==> config.mk <==
export PLATFORM = sky130hd
export DESIGN_NAME = occ_osc_control
export DESIGN_NICKNAME = d
export VERILOG_FILES = /design/src/logic/occ_pkg.sv /design/src/logic/occ_osc_control.sv
export VERILOG_INCLUDE_DIRS = /design/src /design/src/logic
export SDC_FILE = /design/constraint.sdc
export NUM_CORES = 1
export LEC_CHECK = 0
export BUFFER_PORTS_ARGS = -buffer_cell sky130_fd_sc_hd__buf_2
export CORE_MARGIN = 2
export CORE_UTILIZATION = 49
export DETAILED_ROUTE_END_ITERATION = 10
export MAX_ROUTING_LAYER = met4
export PLACE_DENSITY = 0.81
export SLEW_MARGIN = 20
export SYNTH_ARGS = -nofsm -noshare
export SYNTH_HDL_FRONTEND = slang
export SYNTH_SLANG_ARGS = --single-unit
==> constraint.sdc <==
create_clock -name clk_i -period 4 [get_ports clk_i]
set_input_delay 0.8 -clock clk_i [delete_from_list [all_inputs] [get_ports clk_i]]
set_output_delay 0.8 -clock clk_i [all_outputs]
set_load 0.05 [all_outputs]
==> src/logic/occ_defs.svh <==
// register offsets, field positions, reset values for the oscillator control block
`ifndef OCC_DEFS_SVH
`define OCC_DEFS_SVH
`define OCC_ADDR_SYS_CLOCK     12'h000
`define OCC_ADDR_FAST_RC       12'h004
`define OCC_ADDR_FAST_XTAL     12'h008
`define OCC_ADDR_SLOW_XTAL     12'h00c
`define OCC_ADDR_POWER_STATUS  12'h010
`define OCC_ADDR_HALT_CMD      12'h014
`define OCC_SCC_RESET          8'h00
`define OCC_RC_RESET           8'h01
`define OCC_XT_RESET           8'h00
`define OCC_SEL_SLOW           3'h7
`define OCC_STAT_PDF_BIT       0
`define OCC_STAT_TO_BIT        1
`define OCC_MODE_BIT           4
`endif

==> src/logic/occ_pkg.sv <==
// types shared by the oscillator control block
package occ_pkg;
  typedef enum logic [3:0] {
    OCC_RUN        = 4'h1,
    OCC_SLEEP      = 4'h2,
    OCC_IDLE_ZERO  = 4'h4,
    OCC_IDLE_ONE   = 4'h8
  } occ_mode_type;
endpackage

==> src/logic/occ_osc_control.sv <==
// oscillator control and power mode logic with apb register access
// Summary of operation
// - new fast rc frequency applied only after its stable flag rises
// - enabling or retuning fast rc clears its stable flag until stable again
// - fast rc control bit 0 enables the fast rc oscillator
// - crystal drive bit 2: 0 low drive up to 10MHz, 1 high drive
// - drive bit write ignored while crystal pins enabled and crystal on
// - enabling fast crystal clears its stable flag until stable
// - slow crystal bit 2 selects speed-up start versus low power
// - speed-up bit frozen once slow crystal is the system clock
// - enabling slow crystal clears its stable flag until stable
// - bits 7 to 3 of crystal control registers read as zero
// - select 111 moves system clock to slow source once it is stable
// - select 000 to 110 gives high clock divided by 1 to 64
// - halt picks sleep or idle from the two keep bits
// - halt with both keep bits 0 enters sleep, all clocks stopped
// - halt with only low keep bit enters idle-zero, high clock off
// - halt with both keep bits 1 enters idle-one, both clocks run
// - sleep and idle leave memory, registers and ports untouched
// - sleep or idle entry sets power-down flag, clears timeout flag
// - halt entry clears watchdog, counting on only when enabled
// - fast rc field 00 8MHz, 01 12MHz, 10 16MHz, 11 8MHz
// - high source bit picks rc or crystal; low source bit likewise
//
// Decided for this implementation: the APB slave port and the register offsets.
`timescale 1ns/10ps
`default_nettype none
`include "occ_defs.svh"
module occ_osc_control (
  input  wire logic        clk_i,
  input  wire logic        rst_b_i,
  input  wire logic        psel_i,
  input  wire logic        penable_i,
  input  wire logic        pwrite_i,
  input  wire logic [11:0] paddr_i,
  input  wire logic [31:0] pwdata_i,
  output logic      [31:0] prdata_o,
  output logic             pready_o,
  output logic             pslverr_o,
  input  wire logic        fast_rc_ready_i,
  input  wire logic        fast_crystal_ready_i,
  input  wire logic        slow_crystal_ready_i,
  input  wire logic        crystal_pins_enabled_i,
  input  wire logic        watchdog_enabled_i,
  input  wire logic        halt_i,
  input  wire logic        wake_i,
  output logic             fast_rc_osc_en_o,
  output logic [1:0]       fast_rc_freq_o,
  output logic             fast_crystal_osc_en_o,
  output logic             fast_crystal_drive_mode_o,
  output logic             slow_crystal_osc_en_o,
  output logic             slow_crystal_speedup_o,
  output logic             high_speed_clock_en_o,
  output logic             low_speed_clock_en_o,
  output logic             sys_clock_en_o,
  output logic             sys_on_slow_o,
  output logic             high_source_o,
  output logic             low_source_o,
  output logic [2:0]       high_div_o,
  output logic             watchdog_clear_o,
  output logic             watchdog_hold_o,
  output logic             power_down_flag_o,
  output logic             timeout_flag_o
);
  logic [7:0] scc_ff;
  logic [3:0] rc_ff;
  logic [2:0] hxt_ff;
  logic [2:0] lxt_ff;
  logic       rc_unstable_ff;
  logic       hxt_unstable_ff;
  logic       lxt_unstable_ff;
  logic [1:0] rc_freq_active_ff;
  logic       on_slow_ff;
  logic [2:0] div_ff;
  logic       high_src_ff;
  logic       low_src_ff;
  logic       pdf_ff;
  logic       to_ff;
  logic       wdt_clr_ff;
  logic       wdt_hold_ff;
  logic [31:0] rdata_ff;
  logic       slverr_ff;
  logic       ready_ff;
  occ_pkg::occ_mode_type mode_ff;
  occ_pkg::occ_mode_type nxt_mode;
  logic       wr;
  logic       acc_done;
  logic       wr_scc;
  logic       wr_rc;
  logic       wr_hxt;
  logic       wr_lxt;
  logic       wr_stat;
  logic       halt_entry;
  logic       slow_req;
  logic       rd_phase;
  logic       rc_stable;
  logic       hxt_stable;
  logic       lxt_stable;
  logic       high_stable;
  logic       low_stable;
  logic       mapped;
  logic [31:0] nxt_rdata;

  // single wait state: ready rises in the second access cycle
  assign rd_phase  = psel_i & penable_i & ~ready_ff;
  // writes commit on the edge that samples pready, never before the answer
  assign acc_done  = psel_i & penable_i & ready_ff;
  assign wr        = acc_done & pwrite_i;
  // one strobe per register, decoded once
  assign wr_scc    = wr & (paddr_i == `OCC_ADDR_SYS_CLOCK);
  assign wr_rc     = wr & (paddr_i == `OCC_ADDR_FAST_RC);
  assign wr_hxt    = wr & (paddr_i == `OCC_ADDR_FAST_XTAL);
  assign wr_lxt    = wr & (paddr_i == `OCC_ADDR_SLOW_XTAL);
  assign wr_stat   = wr & (paddr_i == `OCC_ADDR_POWER_STATUS);
  assign rc_stable  = rc_ff[0] & ~rc_unstable_ff & fast_rc_ready_i;
  assign hxt_stable = hxt_ff[0] & ~hxt_unstable_ff & fast_crystal_ready_i;
  assign lxt_stable = lxt_ff[0] & ~lxt_unstable_ff & slow_crystal_ready_i;
  assign high_stable = scc_ff[3] ? hxt_stable : rc_stable;
  assign low_stable  = scc_ff[2] ? lxt_stable : 1'b1;
  assign slow_req    = scc_ff[7:5] == `OCC_SEL_SLOW;
  assign mapped = (paddr_i == `OCC_ADDR_SYS_CLOCK) | (paddr_i == `OCC_ADDR_FAST_RC) |
                  (paddr_i == `OCC_ADDR_FAST_XTAL) | (paddr_i == `OCC_ADDR_SLOW_XTAL) |
                  (paddr_i == `OCC_ADDR_POWER_STATUS) | (paddr_i == `OCC_ADDR_HALT_CMD);

  always_ff @(posedge clk_i) begin
    if (!rst_b_i) begin
      ready_ff  <= 1'b0;
      slverr_ff <= 1'b0;
    end else begin
      ready_ff  <= rd_phase;
      slverr_ff <= rd_phase & ~mapped;
    end
  end

  // system clock select register, bit 4 reserved
  always_ff @(posedge clk_i) begin
    if (!rst_b_i) begin
      scc_ff <= `OCC_SCC_RESET;
    end else if (wr_scc) begin
      scc_ff <= {pwdata_i[7:5], 1'b0, pwdata_i[3:0]};
    end
  end

  always_ff @(posedge clk_i) begin
    if (!rst_b_i) begin
      rc_ff <= 4'(`OCC_RC_RESET);
    end else if (wr_rc) begin
      rc_ff <= {pwdata_i[3:2], 1'b0, pwdata_i[0]};
    end
  end

  // restart on enable or retune
  // clears only once ready has been seen low after the restart
  always_ff @(posedge clk_i) begin
    if (!rst_b_i) begin
      rc_unstable_ff <= 1'b1;
    end else if (wr_rc &&
                 ((pwdata_i[0] && !rc_ff[0]) || pwdata_i[3:2] != rc_ff[3:2])) begin
      rc_unstable_ff <= 1'b1;
    end else if (!fast_rc_ready_i) begin
      rc_unstable_ff <= 1'b0;
    end
  end

  // frequency takes effect after stable
  // held while retuning so the divider never sees a half-settled clock
  always_ff @(posedge clk_i) begin
    if (!rst_b_i) begin
      rc_freq_active_ff <= 2'h0;
    end else if (rc_stable) begin
      rc_freq_active_ff <= rc_ff[3:2];
    end
  end

  // drive mode, locked while pins used and crystal on
  always_ff @(posedge clk_i) begin
    if (!rst_b_i) begin
      hxt_ff <= 3'(`OCC_XT_RESET);
    end else if (wr_hxt) begin
      hxt_ff[0] <= pwdata_i[0];
      if (!(crystal_pins_enabled_i && hxt_ff[0])) begin
        hxt_ff[2] <= pwdata_i[2];
      end
    end
  end

  always_ff @(posedge clk_i) begin
    if (!rst_b_i) begin
      hxt_unstable_ff <= 1'b1;
    end else if (wr_hxt && pwdata_i[0] && !hxt_ff[0]) begin
      hxt_unstable_ff <= 1'b1;
    end else if (!fast_crystal_ready_i) begin
      hxt_unstable_ff <= 1'b0;
    end
  end

  // speed-up, frozen while slow crystal drives the system
  always_ff @(posedge clk_i) begin
    if (!rst_b_i) begin
      lxt_ff <= 3'(`OCC_XT_RESET);
    end else if (wr_lxt) begin
      lxt_ff[0] <= pwdata_i[0];
      if (!(on_slow_ff && low_src_ff)) begin
        lxt_ff[2] <= pwdata_i[2];
      end
    end
  end

  always_ff @(posedge clk_i) begin
    if (!rst_b_i) begin
      lxt_unstable_ff <= 1'b1;
    end else if (wr_lxt && pwdata_i[0] && !lxt_ff[0]) begin
      lxt_unstable_ff <= 1'b1;
    end else if (!slow_crystal_ready_i) begin
      lxt_unstable_ff <= 1'b0;
    end
  end

  // handover only when target is stable, one edge at a time
  // slow switch waits for stable slow source
  always_ff @(posedge clk_i) begin
    if (!rst_b_i) begin
      on_slow_ff  <= 1'b0;
      div_ff      <= 3'h0;
      high_src_ff <= 1'b0;
      low_src_ff  <= 1'b0;
    end else if (slow_req) begin
      if (!on_slow_ff || low_src_ff != scc_ff[2]) begin
        if (low_stable) begin
          on_slow_ff <= 1'b1;
          low_src_ff <= scc_ff[2];
        end
      end
    end else if (high_stable) begin
      on_slow_ff  <= 1'b0;
      div_ff      <= scc_ff[7:5];
      high_src_ff <= scc_ff[3];
    end
  end

  // halt mode chosen by keep bits
  always_comb begin
    nxt_mode = mode_ff;
    unique case (mode_ff)
      occ_pkg::OCC_RUN: begin
        if (halt_i) begin
          unique case (scc_ff[1:0])
            2'b00: nxt_mode = occ_pkg::OCC_SLEEP;
            2'b01: nxt_mode = occ_pkg::OCC_IDLE_ZERO;
            2'b11: nxt_mode = occ_pkg::OCC_IDLE_ONE;
            // third idle mode lives outside, stay running
            default: nxt_mode = occ_pkg::OCC_RUN;
          endcase
        end
      end
      occ_pkg::OCC_SLEEP,
      occ_pkg::OCC_IDLE_ZERO,
      occ_pkg::OCC_IDLE_ONE: begin
        if (wake_i) begin
          nxt_mode = occ_pkg::OCC_RUN;
        end
      end
      default: nxt_mode = occ_pkg::OCC_RUN;
    endcase
  end

  // only the mode changes; registers are left as they are
  always_ff @(posedge clk_i) begin
    if (!rst_b_i) begin
      mode_ff <= occ_pkg::OCC_RUN;
    end else begin
      mode_ff <= nxt_mode;
    end
  end

  // single-cycle marker of the step from run to halted
  assign halt_entry = mode_ff == occ_pkg::OCC_RUN && nxt_mode != occ_pkg::OCC_RUN;

  // power-down set, timeout cleared on entry
  always_ff @(posedge clk_i) begin
    if (!rst_b_i) begin
      pdf_ff <= 1'b0;
      to_ff  <= 1'b0;
    end else if (halt_entry) begin
      pdf_ff <= 1'b1;
      to_ff  <= 1'b0;
    end else if (wr_stat) begin
      pdf_ff <= pwdata_i[`OCC_STAT_PDF_BIT];
      to_ff  <= pwdata_i[`OCC_STAT_TO_BIT];
    end
  end

  // watchdog cleared at entry, held when disabled
  always_ff @(posedge clk_i) begin
    if (!rst_b_i) begin
      wdt_clr_ff  <= 1'b0;
      wdt_hold_ff <= 1'b0;
    end else begin
      wdt_clr_ff  <= halt_entry;
      wdt_hold_ff <= nxt_mode != occ_pkg::OCC_RUN && !watchdog_enabled_i;
    end
  end

  always_comb begin
    nxt_rdata = 32'h0;
    unique case (paddr_i)
      `OCC_ADDR_SYS_CLOCK:    nxt_rdata = {24'h0, scc_ff};
      `OCC_ADDR_FAST_RC:      nxt_rdata = {28'h0, rc_ff[3:2], rc_stable, rc_ff[0]};
      `OCC_ADDR_FAST_XTAL:    nxt_rdata = {29'h0, hxt_ff[2], hxt_stable, hxt_ff[0]};
      `OCC_ADDR_SLOW_XTAL:    nxt_rdata = {29'h0, lxt_ff[2], lxt_stable, lxt_ff[0]};
      `OCC_ADDR_POWER_STATUS: nxt_rdata = {24'h0, mode_ff, on_slow_ff, 1'b0, to_ff, pdf_ff};
      default:                nxt_rdata = 32'h0;
    endcase
  end

  always_ff @(posedge clk_i) begin
    if (!rst_b_i) begin
      rdata_ff <= 32'h0;
    end else if (rd_phase && !pwrite_i) begin
      rdata_ff <= nxt_rdata;
    end
  end

  // clock gates registered; a true glitch-free gate sits in the clock tree
  logic hs_en_ff;
  logic ls_en_ff;
  logic sys_en_ff;
  always_ff @(posedge clk_i) begin
    if (!rst_b_i) begin
      hs_en_ff  <= 1'b1;
      ls_en_ff  <= 1'b1;
      sys_en_ff <= 1'b1;
    end else begin
      hs_en_ff  <= nxt_mode == occ_pkg::OCC_RUN || nxt_mode == occ_pkg::OCC_IDLE_ONE;
      ls_en_ff  <= nxt_mode != occ_pkg::OCC_SLEEP;
      sys_en_ff <= nxt_mode == occ_pkg::OCC_RUN;
    end
  end

  assign prdata_o                  = rdata_ff;
  assign pready_o                  = ready_ff;
  assign pslverr_o                 = slverr_ff;
  assign fast_rc_osc_en_o          = rc_ff[0];
  assign fast_rc_freq_o            = rc_freq_active_ff;
  assign fast_crystal_osc_en_o     = hxt_ff[0];
  assign fast_crystal_drive_mode_o = hxt_ff[2];
  assign slow_crystal_osc_en_o     = lxt_ff[0];
  assign slow_crystal_speedup_o    = lxt_ff[2];
  assign high_speed_clock_en_o     = hs_en_ff;
  assign low_speed_clock_en_o      = ls_en_ff;
  assign sys_clock_en_o            = sys_en_ff;
  assign sys_on_slow_o             = on_slow_ff;
  assign high_source_o             = high_src_ff;
  assign low_source_o              = low_src_ff;
  assign high_div_o                = div_ff;
  assign watchdog_clear_o          = wdt_clr_ff;
  assign watchdog_hold_o           = wdt_hold_ff;
  assign power_down_flag_o         = pdf_ff;
  assign timeout_flag_o            = to_ff;
endmodule
`default_nettype wire

==> run_results.csv <==
group,metric,value,unit
outcome,status,"completed",
power,p_leak,1.09,nW
flow_run,maxCapViolCount,0,
grt,antenna_found_initial,0,
critical_path,rr_worst_depth,4,
sta,relSlewSlack,28.4,%
synth,syn_avg_cell_area,8.87,µm²
cts,cts_tree,"built",
synth,syn_inst,256,
finish,nets,370,
synth,postSynth.asyncResetShare,0,%
critical_path,cp.arrival,2.66,ns
detailed_routing,drt_iter0_markers,125,
detailed_routing,antenna_left,0,
detailed_routing,via_per_inst,5.49,
placed_design,dpl_cell_area,2510,µm²
critical_path,reg2reg_setup_slack,1.92,ns
cts,hold_buffers,0,
die,die-width,72.1,µm
critical_path,critPathTopFamily,"simple AND/OR/NAND/NOR gates",
critical_path,critical_path_depth,5,
grt,grt_max_degree,41,
sta,drv_slew,0,
die,io_pins,110,
sta,final_hold_viol_count,0,
critical_path,cp_max_fo,11,
grt,grt_pass1_vias,1761,
synth,ys_seq_elements,46,
finish,drive_gt1_share,27.9,%
critical_path,cp-end-kind,"flip-flop",
sta,fin_crit,2.45,ns
critical_path,crit_chain,"buf_2 > or4_4 > or4_4 > or2_2 > o311ai_2",
cts,ctsResizeCount,0,
synth,ys_seq_area_share,40.6,%
cts,clk_latency,0.31,ns
finish,final_common_cell,"buf_2",
critical_path,cp_common_cell,"or4_4",
finish,finalNonFillerCells,367,
synth,synth_warnings,0,
detailed_routing,wl,4.96,mm
sta,setup_tns,0,ns
grt,grt_use_total,20.0,%
critical_path,crit_slowest_cell,"or4_4",
grt,grt-ovfl-total,0,
placed_design,dp.cells,359,
sta,fmax,0.409,GHz
cts,root_buffer,"clkbuf_8",
hold_path,holdCritPathClass,"flip-flop to flip-flop",
synth,synth_area,2270,µm²
grt,grt_pass1_wl,8.00,mm
die,die_area,5190,µm²
power,ir_drop,0.286,mV
placed_design,post-dp-hpwl,3.71,mm
power,powerDensity,349,nW/µm²
sta,period_share,61.1,%
cts,htreeDepth,2,
sta,tightest_slew,1.06,ns
critical_path,cp.required,4.22,ns
critical_path,start_kind,"input port",
detailed_routing,drc,0,
finish,postLayoutCellArea,2600,µm²
critical_path,path_buf_inv,1,
die,initial_utilization,51.4,%
synth,synthFlopType,"dfxtp_1",
critical_path,slowest_delay,0.65,ns
sta,setup_viol,0,
die,die_height,72.1,µm
cts,postCtsSetupRepairBufs,0,
detailed_routing,dr.pass1.iters,4,
placed_design,place_congestion,0.803,
die,rows,24,
cts,path_clk_slew,0.09,ns
die,core,4410,µm²
finish,final_cell_mix,"60 x buf_2, 46 x dfxtp_1, 33 x nand2_1",
placed_design,portBuffers,60,
sta,clock_skew,0.00754,ns
cts,cts_buffers,5,
sta,hold_slack,0.463,ns
synth,synth_edf_count,0,
finish,area_delta_synth_final,14.7,%
critical_path,crit_type,"input port to flip-flop",
hold_path,holdPathStages,2,
cts,cts_max_path_buffers,2,
detailed_routing,detail_route.wl_per_cell,13.5,µm
detailed_routing,vias,2016,
cts,cts_num_sinks,46,
finish,antenna_cells,0,
synth,yosys.cell_types.count,51,
sta,rsz0062_at_grt,"no",
==> report_power, final <==
group | switching (mW) | internal [mW] | leakage [nW]
sequential | 0.00522 | 0.466 | 0.374
combinational | 0.110 | 0.0327 | 0.679
clock | 0.170 | 0.125 | 0.0408
total | 0.285 | 0.624 | 1.09
==> cell families (layout without fill, tap and decap cells) <==
family / count (synthesis) / after routing / share of synthesized area, %
compound gates: 53 / 53 / 16.1
mux: 16 / 16 / 8.15
xor+xnor: 2 / 2 / 0.771
flops: 46 / 46 / 40.6
buf+inv: 38 / 74 / 10.6
other cells: 1 / 24 / 0.165
simple gates: 100 / 100 / 23.6
==> worst paths after layout <==
| kind | startpoint | endpoint |
|---|---|---|
| hold / removal | prdata_o[4]$_SDFFE_PN0P_ | prdata_o[4]$_SDFFE_PN0P_ |
| setup reg to reg | mode_ff[2]$_SDFF_PN0_ | high_speed_clock_en_o$_SDFF_PN1_ |
| setup / recovery | paddr_i[9] | lxt_unstable_ff$_SDFFE_PP1N_ |
| hold reg to reg | prdata_o[4]$_SDFFE_PN0P_ | prdata_o[4]$_SDFFE_PN0P_ |
==> cell usage after synthesis, types with 2 or more instances <==
| master | instances | share of area [%] |
|---|---|---|
| a211oi_2 | 2 | 1.1 |
| a21bo_2 | 2 | 0.88 |
| a21oi_1 | 11 | 2.4 |
| a22oi_1 | 3 | 0.99 |
| a31oi_1 | 2 | 0.55 |
| a32oi_1 | 2 | 0.77 |
| and3_1 | 3 | 0.83 |
| buf_4 | 24 | 7.9 |
| clkbuf_1 | 7 | 1.2 |
| dfxtp_1 | 46 | 41 |
| inv_1 | 4 | 0.66 |
| mux2i_1 | 14 | 6.2 |
| mux4_2 | 2 | 2.0 |
| nand2_1 | 33 | 5.5 |
| nand2b_1 | 3 | 0.83 |
| nand3_1 | 12 | 2.6 |
| nand3b_1 | 3 | 0.99 |
| nand4_1 | 3 | 0.83 |
| nor2_1 | 12 | 2.0 |
| nor3_1 | 9 | 2.0 |
| nor4_1 | 2 | 0.55 |
| nor4bb_1 | 2 | 0.88 |
| o211ai_1 | 6 | 2.0 |
| o21ai_0 | 14 | 3.1 |
| o31ai_1 | 2 | 0.66 |
| or2_2 | 4 | 1.1 |
| or3_1 | 3 | 0.83 |
| or4_4 | 2 | 0.99 |
| xnor2_1 | 2 | 0.77 |
==> tightest hold or removal path: stages (launching register included) <==
cell     delay (ns)
dfxtp_1        0.32
nand2_1        0.05
a21oi_1        0.05
==> metrics by stage <==
step | setup WS [ns] | utilization, % | power (mW)
after floorplan | 1.51 | - | 0.609
after global placement | 1.26 | 56.9 | 0.622
after detailed placement | 1.24 | 56.9 | 0.624
after CTS | 1.55 | 59.0 | 0.912
after global routing | 1.52 | 59.0 | 0.946
final | 1.55 | 59.0 | 0.909
==> final cells by class <==
class / count / area [µm²]
clock buffer: 5 / 68.8
clock inverter: 3 / 23.8
fill: 414 / 1810
inverter: 4 / 15.0
multi-input combinational: 195 / 1190
sequential: 46 / 921
tap: 52 / 65.1
timing repair buffer: 62 / 315
==> flip-flops by register name, indices dropped and copies added, names as in the netlist, 2 cells and up <==
name and count:
fast_rc_freq_o 2, prdata_o 8, lxt_ff 2, scc_ff 7, hxt_ff 2, rc_ff 3, mode_ff 4, high_div_o 3
==> layer usage <==
metal  vias to the layer above  global-route usage, %  wire [µm]  part of all wire, %
met5                         -                      -          0                    0
met4                         0                   6.29         74                  1.5
met3                        10                   4.86        326                  6.6
met2                        77                   31.5       2310                   47
met1                       929                   25.4       2240                   45
li1                       1000                      -          -                    -
Note: power is estimated with default switching activity, not from simulation.
